==> config.mk <==
export PLATFORM = sky130hd
export DESIGN_NAME = bgw_gateway
export DESIGN_NICKNAME = d
export VERILOG_FILES = /design/src/design/bgw_pkg.sv /design/src/design/bgw_gateway.sv
export SDC_FILE = /design/constraint.sdc
export NUM_CORES = 1
export LEC_CHECK = 0
export BUFFER_PORTS_ARGS = -buffer_cell sky130_fd_sc_hd__buf_2
export CORE_MARGIN = 2
export CORE_UTILIZATION = 55
export DETAILED_ROUTE_END_ITERATION = 10
export GPL_TIMING_DRIVEN = 0
export HOLD_SLACK_MARGIN = 0.1
export PLACE_DENSITY = 0.75
export SLEW_MARGIN = 40
export SYNTH_ARGS = -nofsm -noshare
export SYNTH_HDL_FRONTEND = slang
export SYNTH_SLANG_ARGS = --single-unit
==> constraint.sdc <==
create_clock -name i_mclk -period 13.35 [get_ports i_mclk]
set_input_delay 2.0025 -clock i_mclk [delete_from_list [all_inputs] [get_ports i_mclk]]
set_output_delay 2.0025 -clock i_mclk [all_outputs]
set_load 0.01 [all_outputs]
==> src/design/bgw_pkg.sv <==
package bgw_pkg;

  // channel geometry: acyclic bytes first, cyclic bytes last
  localparam int CHAN_BYTES = 12;
  localparam int ACY_BYTES  = 8;
  localparam int CYC_FIRST  = 8;
  localparam int CNT_W      = 20;

  // register port offsets (channel bytes sit at 0x00..0x0b)
  localparam logic [4:0] OFS_REQ   = 5'h00;
  localparam logic [4:0] OFS_CHEND = 5'h0c;
  localparam logic [4:0] OFS_ADDR  = 5'h10;
  localparam logic [4:0] OFS_INFO  = 5'h11;

  // cyclic byte positions inside the channel
  localparam int CYC_CMD  = 8;
  localparam int CYC_SETH = 9;
  localparam int CYC_SETL = 10;
  localparam int CYC_FLG  = 8;
  localparam int CYC_CURH = 9;
  localparam int CYC_CURL = 10;
  localparam int CYC_RSV  = 11;

  // bit positions in the command and flag bytes
  localparam int CMD_ON   = 0;
  localparam int CMD_OFF  = 1;
  localparam int FLG_ON   = 0;
  localparam int FLG_RDY  = 1;
  localparam int FLG_FLT  = 2;
  localparam int FLG_WRN  = 3;
  localparam int FLG_PERR = 4;

  // acyclic message layout
  localparam int MSG_CODE = 0;
  localparam int MSG_STAT = 1;
  localparam int MSG_HI   = 2;
  localparam int MSG_LO   = 3;
  localparam logic [7:0] STAT_OK  = 8'h00;
  localparam logic [7:0] STAT_REJ = 8'h01;

  // acyclic request codes
  typedef enum logic [7:0] {
    REQ_FAULT_CAUSE = 8'h01,
    REQ_POSITION    = 8'h02,
    REQ_PHASE_CUR   = 8'h03,
    REQ_SET_DLY_SC  = 8'h10,
    REQ_SET_INST_SC = 8'h11,
    REQ_SET_IMBAL   = 8'h12,
    REQ_SET_UNDERV  = 8'h13,
    REQ_SET_OVERV   = 8'h14,
    REQ_SET_LSHED   = 8'h15
  } bgw_req_t;

  // parameter targets presented to the breaker
  typedef enum logic [2:0] {
    PAR_DLY_SC  = 3'h0,
    PAR_INST_SC = 3'h1,
    PAR_IMBAL   = 3'h2,
    PAR_UNDERV  = 3'h3,
    PAR_OVERV   = 3'h4,
    PAR_LSHED   = 3'h5
  } bgw_par_t;

  // current zero-forcing threshold for the basic module
  localparam logic [6:0] ZERO_PCT = 7'h12;
  localparam logic [6:0] FULL_PCT = 7'h64;

  // station address selectors
  localparam logic [3:0] DIGIT_MAX = 4'h9;
  localparam logic [3:0] DIGIT_TEN = 4'ha;

  // cyclic refresh period
  localparam int CLK_NS        = 50;
  localparam int CYC_PERIOD_NS = 1000000;
  localparam int CYC_CLKS      = CYC_PERIOD_NS / CLK_NS;

  // synchronised breaker and panel inputs
  typedef struct packed {
    logic        on_state;
    logic        ready;
    logic        grp_fault;
    logic        grp_warn;
    logic        grp_perr;
    logic        metering;
    logic [1:0]  cause;
    logic [1:0]  position;
    logic [15:0] cur;
    logic [15:0] rated;
    logic [3:0]  tens;
    logic [3:0]  units;
  } bgw_pins_t;

endpackage

==> src/design/bgw_gateway.sv <==
// The implementer's own choices: the register addresses and the strobed register port.
`timescale 1ns/1ns
`default_nettype none

module bgw_gateway #(
  parameter int CYC_CLKS = bgw_pkg::CYC_CLKS
) (
  input  wire logic        i_mclk,        // 20 MHz clock
  input  wire logic        i_rst,         // synchronous reset, active high
  input  wire logic [4:0]  i_addr,        // register address
  input  wire logic [7:0]  i_wdata,       // write data
  input  wire logic        i_wr,          // write strobe
  input  wire logic        i_rd,          // read strobe
  output logic      [7:0]  o_rdata,       // read data, cycle after i_rd
  input  wire logic        i_brk_on,      // breaker is closed
  input  wire logic        i_brk_ready,   // ready to close
  input  wire logic        i_grp_fault,   // group fault
  input  wire logic        i_grp_warn,    // group warning
  input  wire logic        i_grp_perr,    // group processor error
  input  wire logic        i_metering,    // metering module fitted
  input  wire logic [1:0]  i_trip_cause,  // 0 earth,1 delayed,2 instant,3 other
  input  wire logic [1:0]  i_position,    // draw-out position state
  input  wire logic [15:0] i_phase_cur,   // measured phase current
  input  wire logic [15:0] i_rated_cur,   // rated breaker current
  input  wire logic [3:0]  i_addr_tens,   // tens selector
  input  wire logic [3:0]  i_addr_units,  // units selector
  output logic      [15:0] o_brk_setting, // overload setting current
  output logic             o_brk_on_cmd,  // remote switch-on
  output logic             o_brk_off_cmd, // remote switch-off
  output logic             o_brk_stb,     // cyclic refresh pulse
  output logic      [2:0]  o_par_sel,     // parameter target
  output logic      [15:0] o_par_val,     // parameter value
  output logic             o_par_stb,     // parameter write pulse
  output logic      [6:0]  o_station      // bus station address
);

  typedef struct packed {
    bgw_pkg::bgw_pins_t                       sy1;
    bgw_pkg::bgw_pins_t                       sy2;
    logic [bgw_pkg::CHAN_BYTES-1:0][7:0]      img_out;
    logic [bgw_pkg::CHAN_BYTES-1:0][7:0]      img_in;
    logic [bgw_pkg::CNT_W-1:0]                tick_cnt;
    logic                                     tick;
    logic [7:0]                               rdata;
    logic [15:0]                              brk_setting;
    logic                                     brk_on;
    logic                                     brk_off;
    logic                                     brk_stb;
    logic [2:0]                               par_sel;
    logic [15:0]                              par_val;
    logic                                     par_stb;
    logic [6:0]                               station;
  } bgw_state_t;

  localparam logic [bgw_pkg::CNT_W-1:0] TICK_LAST = bgw_pkg::CNT_W'(CYC_CLKS - 1);

  bgw_state_t         s;
  bgw_state_t         next_s;
  bgw_pkg::bgw_pins_t pins;

  // reported current: basic module forces small readings to zero
  function automatic logic [15:0] cur_report(input logic [15:0] cur,
                                             input logic [15:0] rated,
                                             input logic        meter);
    logic [22:0] lhs;
    logic [22:0] rhs;
    lhs = 23'(cur) * 23'(bgw_pkg::FULL_PCT);
    rhs = 23'(rated) * 23'(bgw_pkg::ZERO_PCT);
    if (meter) begin
      cur_report = cur;
    end else if (lhs < rhs) begin
      cur_report = 16'h0000;
    end else begin
      cur_report = cur;
    end
  endfunction

  // raw pins gathered for the synchroniser
  always_comb begin
    pins.on_state  = i_brk_on;
    pins.ready     = i_brk_ready;
    pins.grp_fault = i_grp_fault;
    pins.grp_warn  = i_grp_warn;
    pins.grp_perr  = i_grp_perr;
    pins.metering  = i_metering;
    pins.cause     = i_trip_cause;
    pins.position  = i_position;
    pins.cur       = i_phase_cur;
    pins.rated     = i_rated_cur;
    pins.tens      = i_addr_tens;
    pins.units     = i_addr_units;
  end

  // next-state logic for the whole gateway
  always_comb begin
    logic [3:0]  tens;
    logic [3:0]  units;
    logic [15:0] rep;
    logic [15:0] val;
    logic [7:0]  code;
    tens  = 4'h0;
    units = 4'h0;
    rep   = 16'h0000;
    val   = 16'h0000;
    code  = 8'h00;
    next_s         = s;
    next_s.sy1     = pins;
    next_s.sy2     = s.sy1;
    next_s.tick    = 1'b0;
    next_s.brk_stb = 1'b0;
    next_s.par_stb = 1'b0;
    next_s.rdata   = 8'h00;

    // refresh divider, no master request involved
    if (s.tick_cnt >= TICK_LAST) begin
      next_s.tick_cnt = '0;
      next_s.tick     = 1'b1;
    end else begin
      next_s.tick_cnt = s.tick_cnt + 1'b1;
    end

    // cyclic exchange in both directions on each tick
    if (s.tick) begin
      rep = cur_report(s.sy2.cur, s.sy2.rated, s.sy2.metering);
      next_s.img_in[bgw_pkg::CYC_FLG] = {3'h0, s.sy2.grp_perr, s.sy2.grp_warn,
                                         s.sy2.grp_fault, s.sy2.ready,
                                         s.sy2.on_state};
      next_s.img_in[bgw_pkg::CYC_CURH] = rep[15:8];
      next_s.img_in[bgw_pkg::CYC_CURL] = rep[7:0];
      next_s.img_in[bgw_pkg::CYC_RSV]  = 8'h00;
      next_s.brk_setting = {s.img_out[bgw_pkg::CYC_SETH],
                            s.img_out[bgw_pkg::CYC_SETL]};
      next_s.brk_on  = s.img_out[bgw_pkg::CYC_CMD][bgw_pkg::CMD_ON];
      next_s.brk_off = s.img_out[bgw_pkg::CYC_CMD][bgw_pkg::CMD_OFF];
      next_s.brk_stb = 1'b1;
    end

    // station address from two decimal selectors, digits above nine clamp
    tens  = (s.sy2.tens > bgw_pkg::DIGIT_MAX) ? bgw_pkg::DIGIT_MAX : s.sy2.tens;
    units = (s.sy2.units > bgw_pkg::DIGIT_MAX) ? bgw_pkg::DIGIT_MAX : s.sy2.units;
    next_s.station = 7'(tens) * 7'(bgw_pkg::DIGIT_TEN) + 7'(units);
    // the link side has no rate field: it locks to the master's rate

    // master writes land in the output image of the channel
    if (i_wr && (i_addr < bgw_pkg::OFS_CHEND)) begin
      next_s.img_out[i_addr[3:0]] = i_wdata;
    end

    // a write to the first byte is the only thing that starts a message
    if (i_wr && (i_addr == bgw_pkg::OFS_REQ)) begin
      code = i_wdata;
      val  = {s.img_out[bgw_pkg::MSG_HI], s.img_out[bgw_pkg::MSG_LO]};
      for (int b = 0; b < bgw_pkg::ACY_BYTES; b++) begin
        next_s.img_in[b] = 8'h00;
      end
      next_s.img_in[bgw_pkg::MSG_CODE] = code;
      next_s.img_in[bgw_pkg::MSG_STAT] = bgw_pkg::STAT_OK;
      case (code)
        bgw_pkg::REQ_FAULT_CAUSE: begin
          if (s.sy2.grp_fault) begin
            next_s.img_in[bgw_pkg::MSG_LO] = {6'h00, s.sy2.cause};
          end else begin
            next_s.img_in[bgw_pkg::MSG_STAT] = bgw_pkg::STAT_REJ;
          end
        end
        bgw_pkg::REQ_POSITION: begin
          next_s.img_in[bgw_pkg::MSG_LO] = {6'h00, s.sy2.position};
        end
        bgw_pkg::REQ_PHASE_CUR: begin
          rep = cur_report(s.sy2.cur, s.sy2.rated, s.sy2.metering);
          next_s.img_in[bgw_pkg::MSG_HI] = rep[15:8];
          next_s.img_in[bgw_pkg::MSG_LO] = rep[7:0];
        end
        bgw_pkg::REQ_SET_DLY_SC, bgw_pkg::REQ_SET_INST_SC,
        bgw_pkg::REQ_SET_IMBAL: begin
          next_s.par_sel = 3'(code - bgw_pkg::REQ_SET_DLY_SC);
          next_s.par_val = val;
          next_s.par_stb = 1'b1;
        end
        bgw_pkg::REQ_SET_UNDERV, bgw_pkg::REQ_SET_OVERV,
        bgw_pkg::REQ_SET_LSHED: begin
          if (s.sy2.metering) begin
            next_s.par_sel = 3'(code - bgw_pkg::REQ_SET_DLY_SC);
            next_s.par_val = val;
            next_s.par_stb = 1'b1;
          end else begin
            next_s.img_in[bgw_pkg::MSG_STAT] = bgw_pkg::STAT_REJ;
          end
        end
        default: begin
          next_s.img_in[bgw_pkg::MSG_STAT] = bgw_pkg::STAT_REJ;
        end
      endcase
    end

    // read port: channel input image, address and fitted module
    if (i_rd) begin
      if (i_addr < bgw_pkg::OFS_CHEND) begin
        next_s.rdata = s.img_in[i_addr[3:0]];
      end else if (i_addr == bgw_pkg::OFS_ADDR) begin
        next_s.rdata = {1'b0, s.station};
      end else if (i_addr == bgw_pkg::OFS_INFO) begin
        next_s.rdata = {7'h00, s.sy2.metering};
      end else begin
        next_s.rdata = 8'h00;
      end
    end
  end

  // single state register
  always_ff @(posedge i_mclk) begin
    if (i_rst) begin
      s <= '0;
    end else begin
      s <= next_s;
    end
  end

  // outputs straight from the state register
  assign o_rdata       = s.rdata;
  assign o_brk_setting = s.brk_setting;
  assign o_brk_on_cmd  = s.brk_on;
  assign o_brk_off_cmd = s.brk_off;
  assign o_brk_stb     = s.brk_stb;
  assign o_par_sel     = s.par_sel;
  assign o_par_val     = s.par_val;
  assign o_par_stb     = s.par_stb;
  assign o_station     = s.station;
endmodule

`default_nettype wire

== Yosys cells after proc, flatten, opt, wreduce, memory -nomap -nowiden ==
Cells that the tools add are included.
Cells by class
  multiply operators: 3
  multiplexer cells: 22
  bitwise operators: 2
  reduce and logical (&&, ||, !) cells: 12
  add/subtract/negate cells: 3
  div/mod/pow operators: 0
  shift operators: 0
  equal/unequal tests: 12
  magnitude comparators: 7
Operator list (number)
  $bwmux 96: 1
  $eq 8x5->1 const B: 6
  $pmux 8 s3: 2
  $pmux 20 s2: 1
  $bmux 8 s4: 1
  $demux 8 s4: 1
  $mux 16: 2
  $mux 8: 4
  $lt 23x21->1: 1
  $mul 16x5->21 const B: 1
  $add 20x1->20 const B: 1
  $ge 20x15->1 const B: 1
  $mul 16x4->20 const B: 1
  $mux 20: 1
  $eq 8x2->1 const B: 2
  $eq 5x5->1 const B: 2
  $eq 8x1->1 const B: 1
  $gt 4x4->1 const B: 2
  $mux 4: 2
  $add 7x4->7: 1
  $mux 7: 1
  $mul 4x3->6 const B: 1
  $reduce_or 2->1: 3
  $reduce_or 3->1: 2
  other kinds (13): 20
Word-level totals
  input bits: 67
  word-level logic and storage cells: 115
  memories: 0
  bits in writable memories: 0
  output and inout port bits: 54
  flip-flop bits (word level): 324
  bits in latches: 0
  ROM bits: 0

== Logic depth before layout (Yosys ltp) ==
  depth after elaboration: 5
  gate-level depth with buffers: 23

== Least setup slack after synthesis ==
OpenSTA, ideal clock, no wires.
  kind: register -> register
  from: register s[293] in the netlist's numbering
  to: register s[103] in the netlist's numbering
  buffers on the path: 1
  stages on the path, launching flop included: 21
  setup time: 0.117 ns
  arrival time: 4.694 ns
  slack: 8.539 ns
  clock period less this slack: 4.811 ns
  path through: dfxtp_1 -> ha_1 -> ha_1 -> fa_1 -> ha_1 -> a211oi_1 -> nor2_1 -> o221ai_1 -> o21ai_0 -> a21o_1 -> a21oi_1 -> xnor2_1 -> ha_1 -> nor4_1 -> o211ai_1 -> a21oi_1 -> o21ai_0 -> a2111oi_2 -> a41oi_2 -> buf_2 -> a22o_1
On the way
  longest elaborated chain between the ends: 5
RTL lines
  from (decl): line bgw_gateway.sv:57  | bgw_state_t s;
  from (signal assigned): line bgw_gateway.sv:215  | s <= next_s;
  $mul 16x5->21: line bgw_gateway.sv:67  | lhs = 23'(cur) * 23'(bgw_pkg::FULL_PCT);
  $lt 23x21->1: line bgw_gateway.sv:71  | end else if (lhs < rhs) begin
  $mux 16: line bgw_gateway.sv:71
  $mux 16
  $pmux 8 s3: line bgw_gateway.sv:158  | case (code)
No other way between the ends.
A chain may end at the register's enable or synchronous reset.

== Worst setup path after layout ==
  from: register s[293] in the netlist's numbering
  to: register s[91] in the netlist's numbering
On the way
  longest elaborated chain between the ends: 5
RTL lines (line)
  $mul 16x5->21: bgw_gateway.sv:67
  $lt 23x21->1: bgw_gateway.sv:71
  $mux 16: bgw_gateway.sv:71
  $mux 16
  $mux 8: bgw_gateway.sv:158
No other way between the ends.

==> results by group <==
Route
  – Vias after detailed routing: 8901
  – Met3 WL: 1660 µm
  – Routed len/inst: 15.2 µm
  – Post-DR vias/cell: 5.19
  – Max Used Layer: met4
  – Met2 WL post-DR: 11800 µm
  – Final ANT Viol Nets: 0
  – DRC: 0
  – DRT met1 WL: 12100 µm
  – Iter 0 DRT Violations: 626
  – Overall routed net length: 26100 µm
  – 1st-pass router iterations: 5

Clock tree
  – CTS clock-pin slew for the worst setup and hold paths: 60 ps
  – H-tree depth: 1
  – Hold Buf Count CTS: 0
  – Worst skew pair latency: 530 ps
  – CTS tree: built
  – Worst-case clock buffer depth: 3
  – CTS Buf Count: 26
  – Post-CTS Setup Bufs: 0
  – Root Driver: clkbuf_16
  – Clock sink count: 255
  – Post-cts sizing count: 0

Power
  – Peak VDD IR: 0.000103 V
  – Sw Ratio: 23.8%
  – Pint: 0.00129 W
  – Clk pwr share: 43.2%
  – Flop pwr share: 46.9%
  – Total power: 0.00169 W
  – NetSw: 0.000403 W
  – Pleak: 6.49 nW
  – PD cells: 122 nW/µm²
  – Logic pwr share: 9.9%

Floorplanning
  – Starting Density: 55.7%
  – Die W: 152 µm
  – Core Region: 21600 µm²
  – Rows: 54
  – DIE AREA: 23100 µm²
  – I/O pin cnt: 121
  – Die Span Y: 152 µm

Timing
  – Unrepaired setup endpoints after global routing: false
  – Fin Clk Skew: 6.91 ps
  – Slew Limit Fails: 0
  – Final worst path period need: 5840 ps
  – Final setup margin: 7510 ps
  – Hold WS: 433 ps
  – Worst-Margin Slew: 880 ps
  – Peak Freq: 171 MHz
  – Final setup TNS: 0 ps
  – Fin. Hold Viols: 0
  – Period utilization: 43.7%
  – Final setup violation count: 0
  – Relative slew margins: 41.4%

Run status
  – Status: finished, final reports clean

Yosys
  – Post-synthesis sequential area ratio: 42.4%
  – Register bit total from synthesis: 255
  – Synth Instances: 1269
  – Count of different cell masters after synthesis: 68
  – Post-synth ARST share: 0%
  – Simple-Gate Fraction of Synth Area: 17.1%
  – Synthesis Warnings: 0
  – Top FF cell, synth: dfxtp_1
  – Mux cell area share after synthesis: 6.02%
  – Largest family of logic cells by synthesized area: simple AND/OR/NAND/NOR gates
  – Post-Synth XOR/XNOR Area: 2.91%
  – Mapped Area: 12000 µm²
  – Synth Area in Adders: 13.1%
  – Post-synth EDFFs: 0
  – Mean post-synth cell area: 9.49 µm²
  – Post-synthesis compound-gate area fraction: 10.9%

Final layout
  – Multi-input combinational cell area: 6040 µm²
  – Most frequent cells in the layout: dfxtp_1, buf_2, nor2b_1
  – Reg area: 5100 µm²
  – Most common cell after layout, fill and taps aside: dfxtp_1
  – Synth-to-layout area growth: 15.1%
  – Ant diodes: 0
  – # fillers: 1800
  – Nets@finish: 1601
  – Fin util: 64.1%
  – Share of cells above drive strength 1: 16.5%

Min path
  – Hold Crit Class: register to register

Critical path
  – Crit path arrival time: 6260 ps
  – CP cell instances: ha_1 > ha_1 > fa_1 > ha_1 > a211oi_1 > nor2_1 > o221ai_1 > o21ai_0 > a21o_1 > a21oi_1 > xnor2_1 > ha_1 > nor4_1 > o211ai_1 > a21oi_1 > o21ai_0 > a2111oi_2 > a41oi_2 > buf_2 > a22o_1
  – Crit Path Category: register to register
  – Critical Path RT: 13770 ps
  – Startpoint Class: register
  – CP max stage cell: dfxtp_1
  – Crit-path max cell delay: 570 ps
  – Cell mode on critical path: ha_1
  – Crit Path Max Fanout: 10
  – Worst setup EP type: register

Flow run
  – Max cap viols: 0

Global routing
  – Largest net degree at the start of global routing: 15
  – First-pass GRT wire length: 42700 µm
  – Initial antenna violation count: 0
  – Grt ovf: 0
  – Vias in the first global route: 8531
  – All-layer global routing usage: 22.4%

Place
  – Routability cong.: 0.881
  – Port bufs: 115
  – Hpwl dp: 19600 µm
  – Pre-CTS WS: 7610 ps
-- cell type report --
class                   count  share of cell area (%)
multi-input cells         838                    43.6
flip-flops and latches    255                    36.8
clock buffers              38                    5.52
plain buffers             104                    4.50
repair buffers            115                    4.15
well taps                 280                    2.53
inverters                  76                    2.06
clock inverters             9                   0.830
-- per-stage QoR --
| step | instances | instance area, µm² |
|---|---|---|
| 4_1_cts | 1715 | 13900 |
| 5_1_grt | 1715 | 13900 |
| 3_3_place_gp | 1668 | 13000 |
| 6_report | 1715 | 13900 |
| 2_1_floorplan | 1273 | 12100 |
| 3_5_place_dp | 1668 | 13000 |
-- critical path, delay by kind of cell, from the launching register on --
kind                     cells  cell delay, ps
AO/OA/AOI/OAI               11            2750
XOR/XNOR                     1              90
adder cells (fa/ha/maj)      5            1680
buffers and inverters        1             260
flip-flops                   1             570
AND/OR/NAND/NOR              2             390
-- synth_stat cells (all sizes together) (12+ instances only) --
library cell / instances / share of area, %
a21o: 13 / 0.82
a21oi: 59 / 2.5
a22o: 14 / 1.0
buf: 65 / 3.9
clkbuf: 38 / 1.2
dfxtp: 255 / 42
fa: 14 / 2.3
ha: 104 / 11
inv: 76 / 2.4
mux2i: 69 / 5.7
nand2: 97 / 3.0
nand3: 34 / 1.4
nand4: 12 / 0.62
nor2: 110 / 3.4
nor2b: 112 / 5.8
nor3: 14 / 0.58
o21ai: 36 / 1.5
o31ai: 19 / 1.7
xnor2: 20 / 1.5
xor2: 20 / 1.5
-- flip-flops by register name (all words and copies together), names as in the netlist, 3 cells and up --
register       flops
next_s            50
o_brk_setting     16
o_par_sel          3
o_par_val         16
o_rdata            8
o_station          7
s                151
-- cells by family (layout without fill, tap and decap cells) --
logic type	Yosys count	count (layout)
multiplexers	71	71
XOR/XNOR	40	40
adder cells (fa/ha/maj)	118	118
flip-flops	255	255
AO/OA/AOI/OAI	188	188
buffers and inverters	180	342
AND/OR/NAND/NOR	416	416
other	1	5
-- layer usage --
metal / global-route usage, % / vias to the layer above
li1: - / 4539
met5: 0 / -
met2: 36.7 / 232
met4: 5.07 / 0
met1: 31.5 / 4093
met3: 3.25 / 37
-- path summary, 6_finish.rpt --
kind                                        startpoint                  to  slack [ps]  depth (start not counted)
worst max-delay path                 s[293]$_SDFF_PP0_  s[91]$_SDFFE_PP0P_        7510                         20
worst min-delay path            next_s[272]$_SDFF_PP0_   s[272]$_SDFF_PP0_         430                          1
worst max register to register       s[293]$_SDFF_PP0_  s[91]$_SDFFE_PP0P_        7510                         20
worst min register to register  next_s[272]$_SDFF_PP0_   s[272]$_SDFF_PP0_         430                          1
-- power groups by stage --
stage,Clock [W],Sequential (W),Combinational [W]
global placement,0,0.000809,0.000160
floorplan,0,0.000803,0.000120
detailed placement,0,0.000810,0.000165
CTS,0.000742,0.000793,0.000167
global route,0.000777,0.000794,0.000187
finish,0.000731,0.000793,0.000167
No activity file was read; power rests on OpenSTA's default activity.
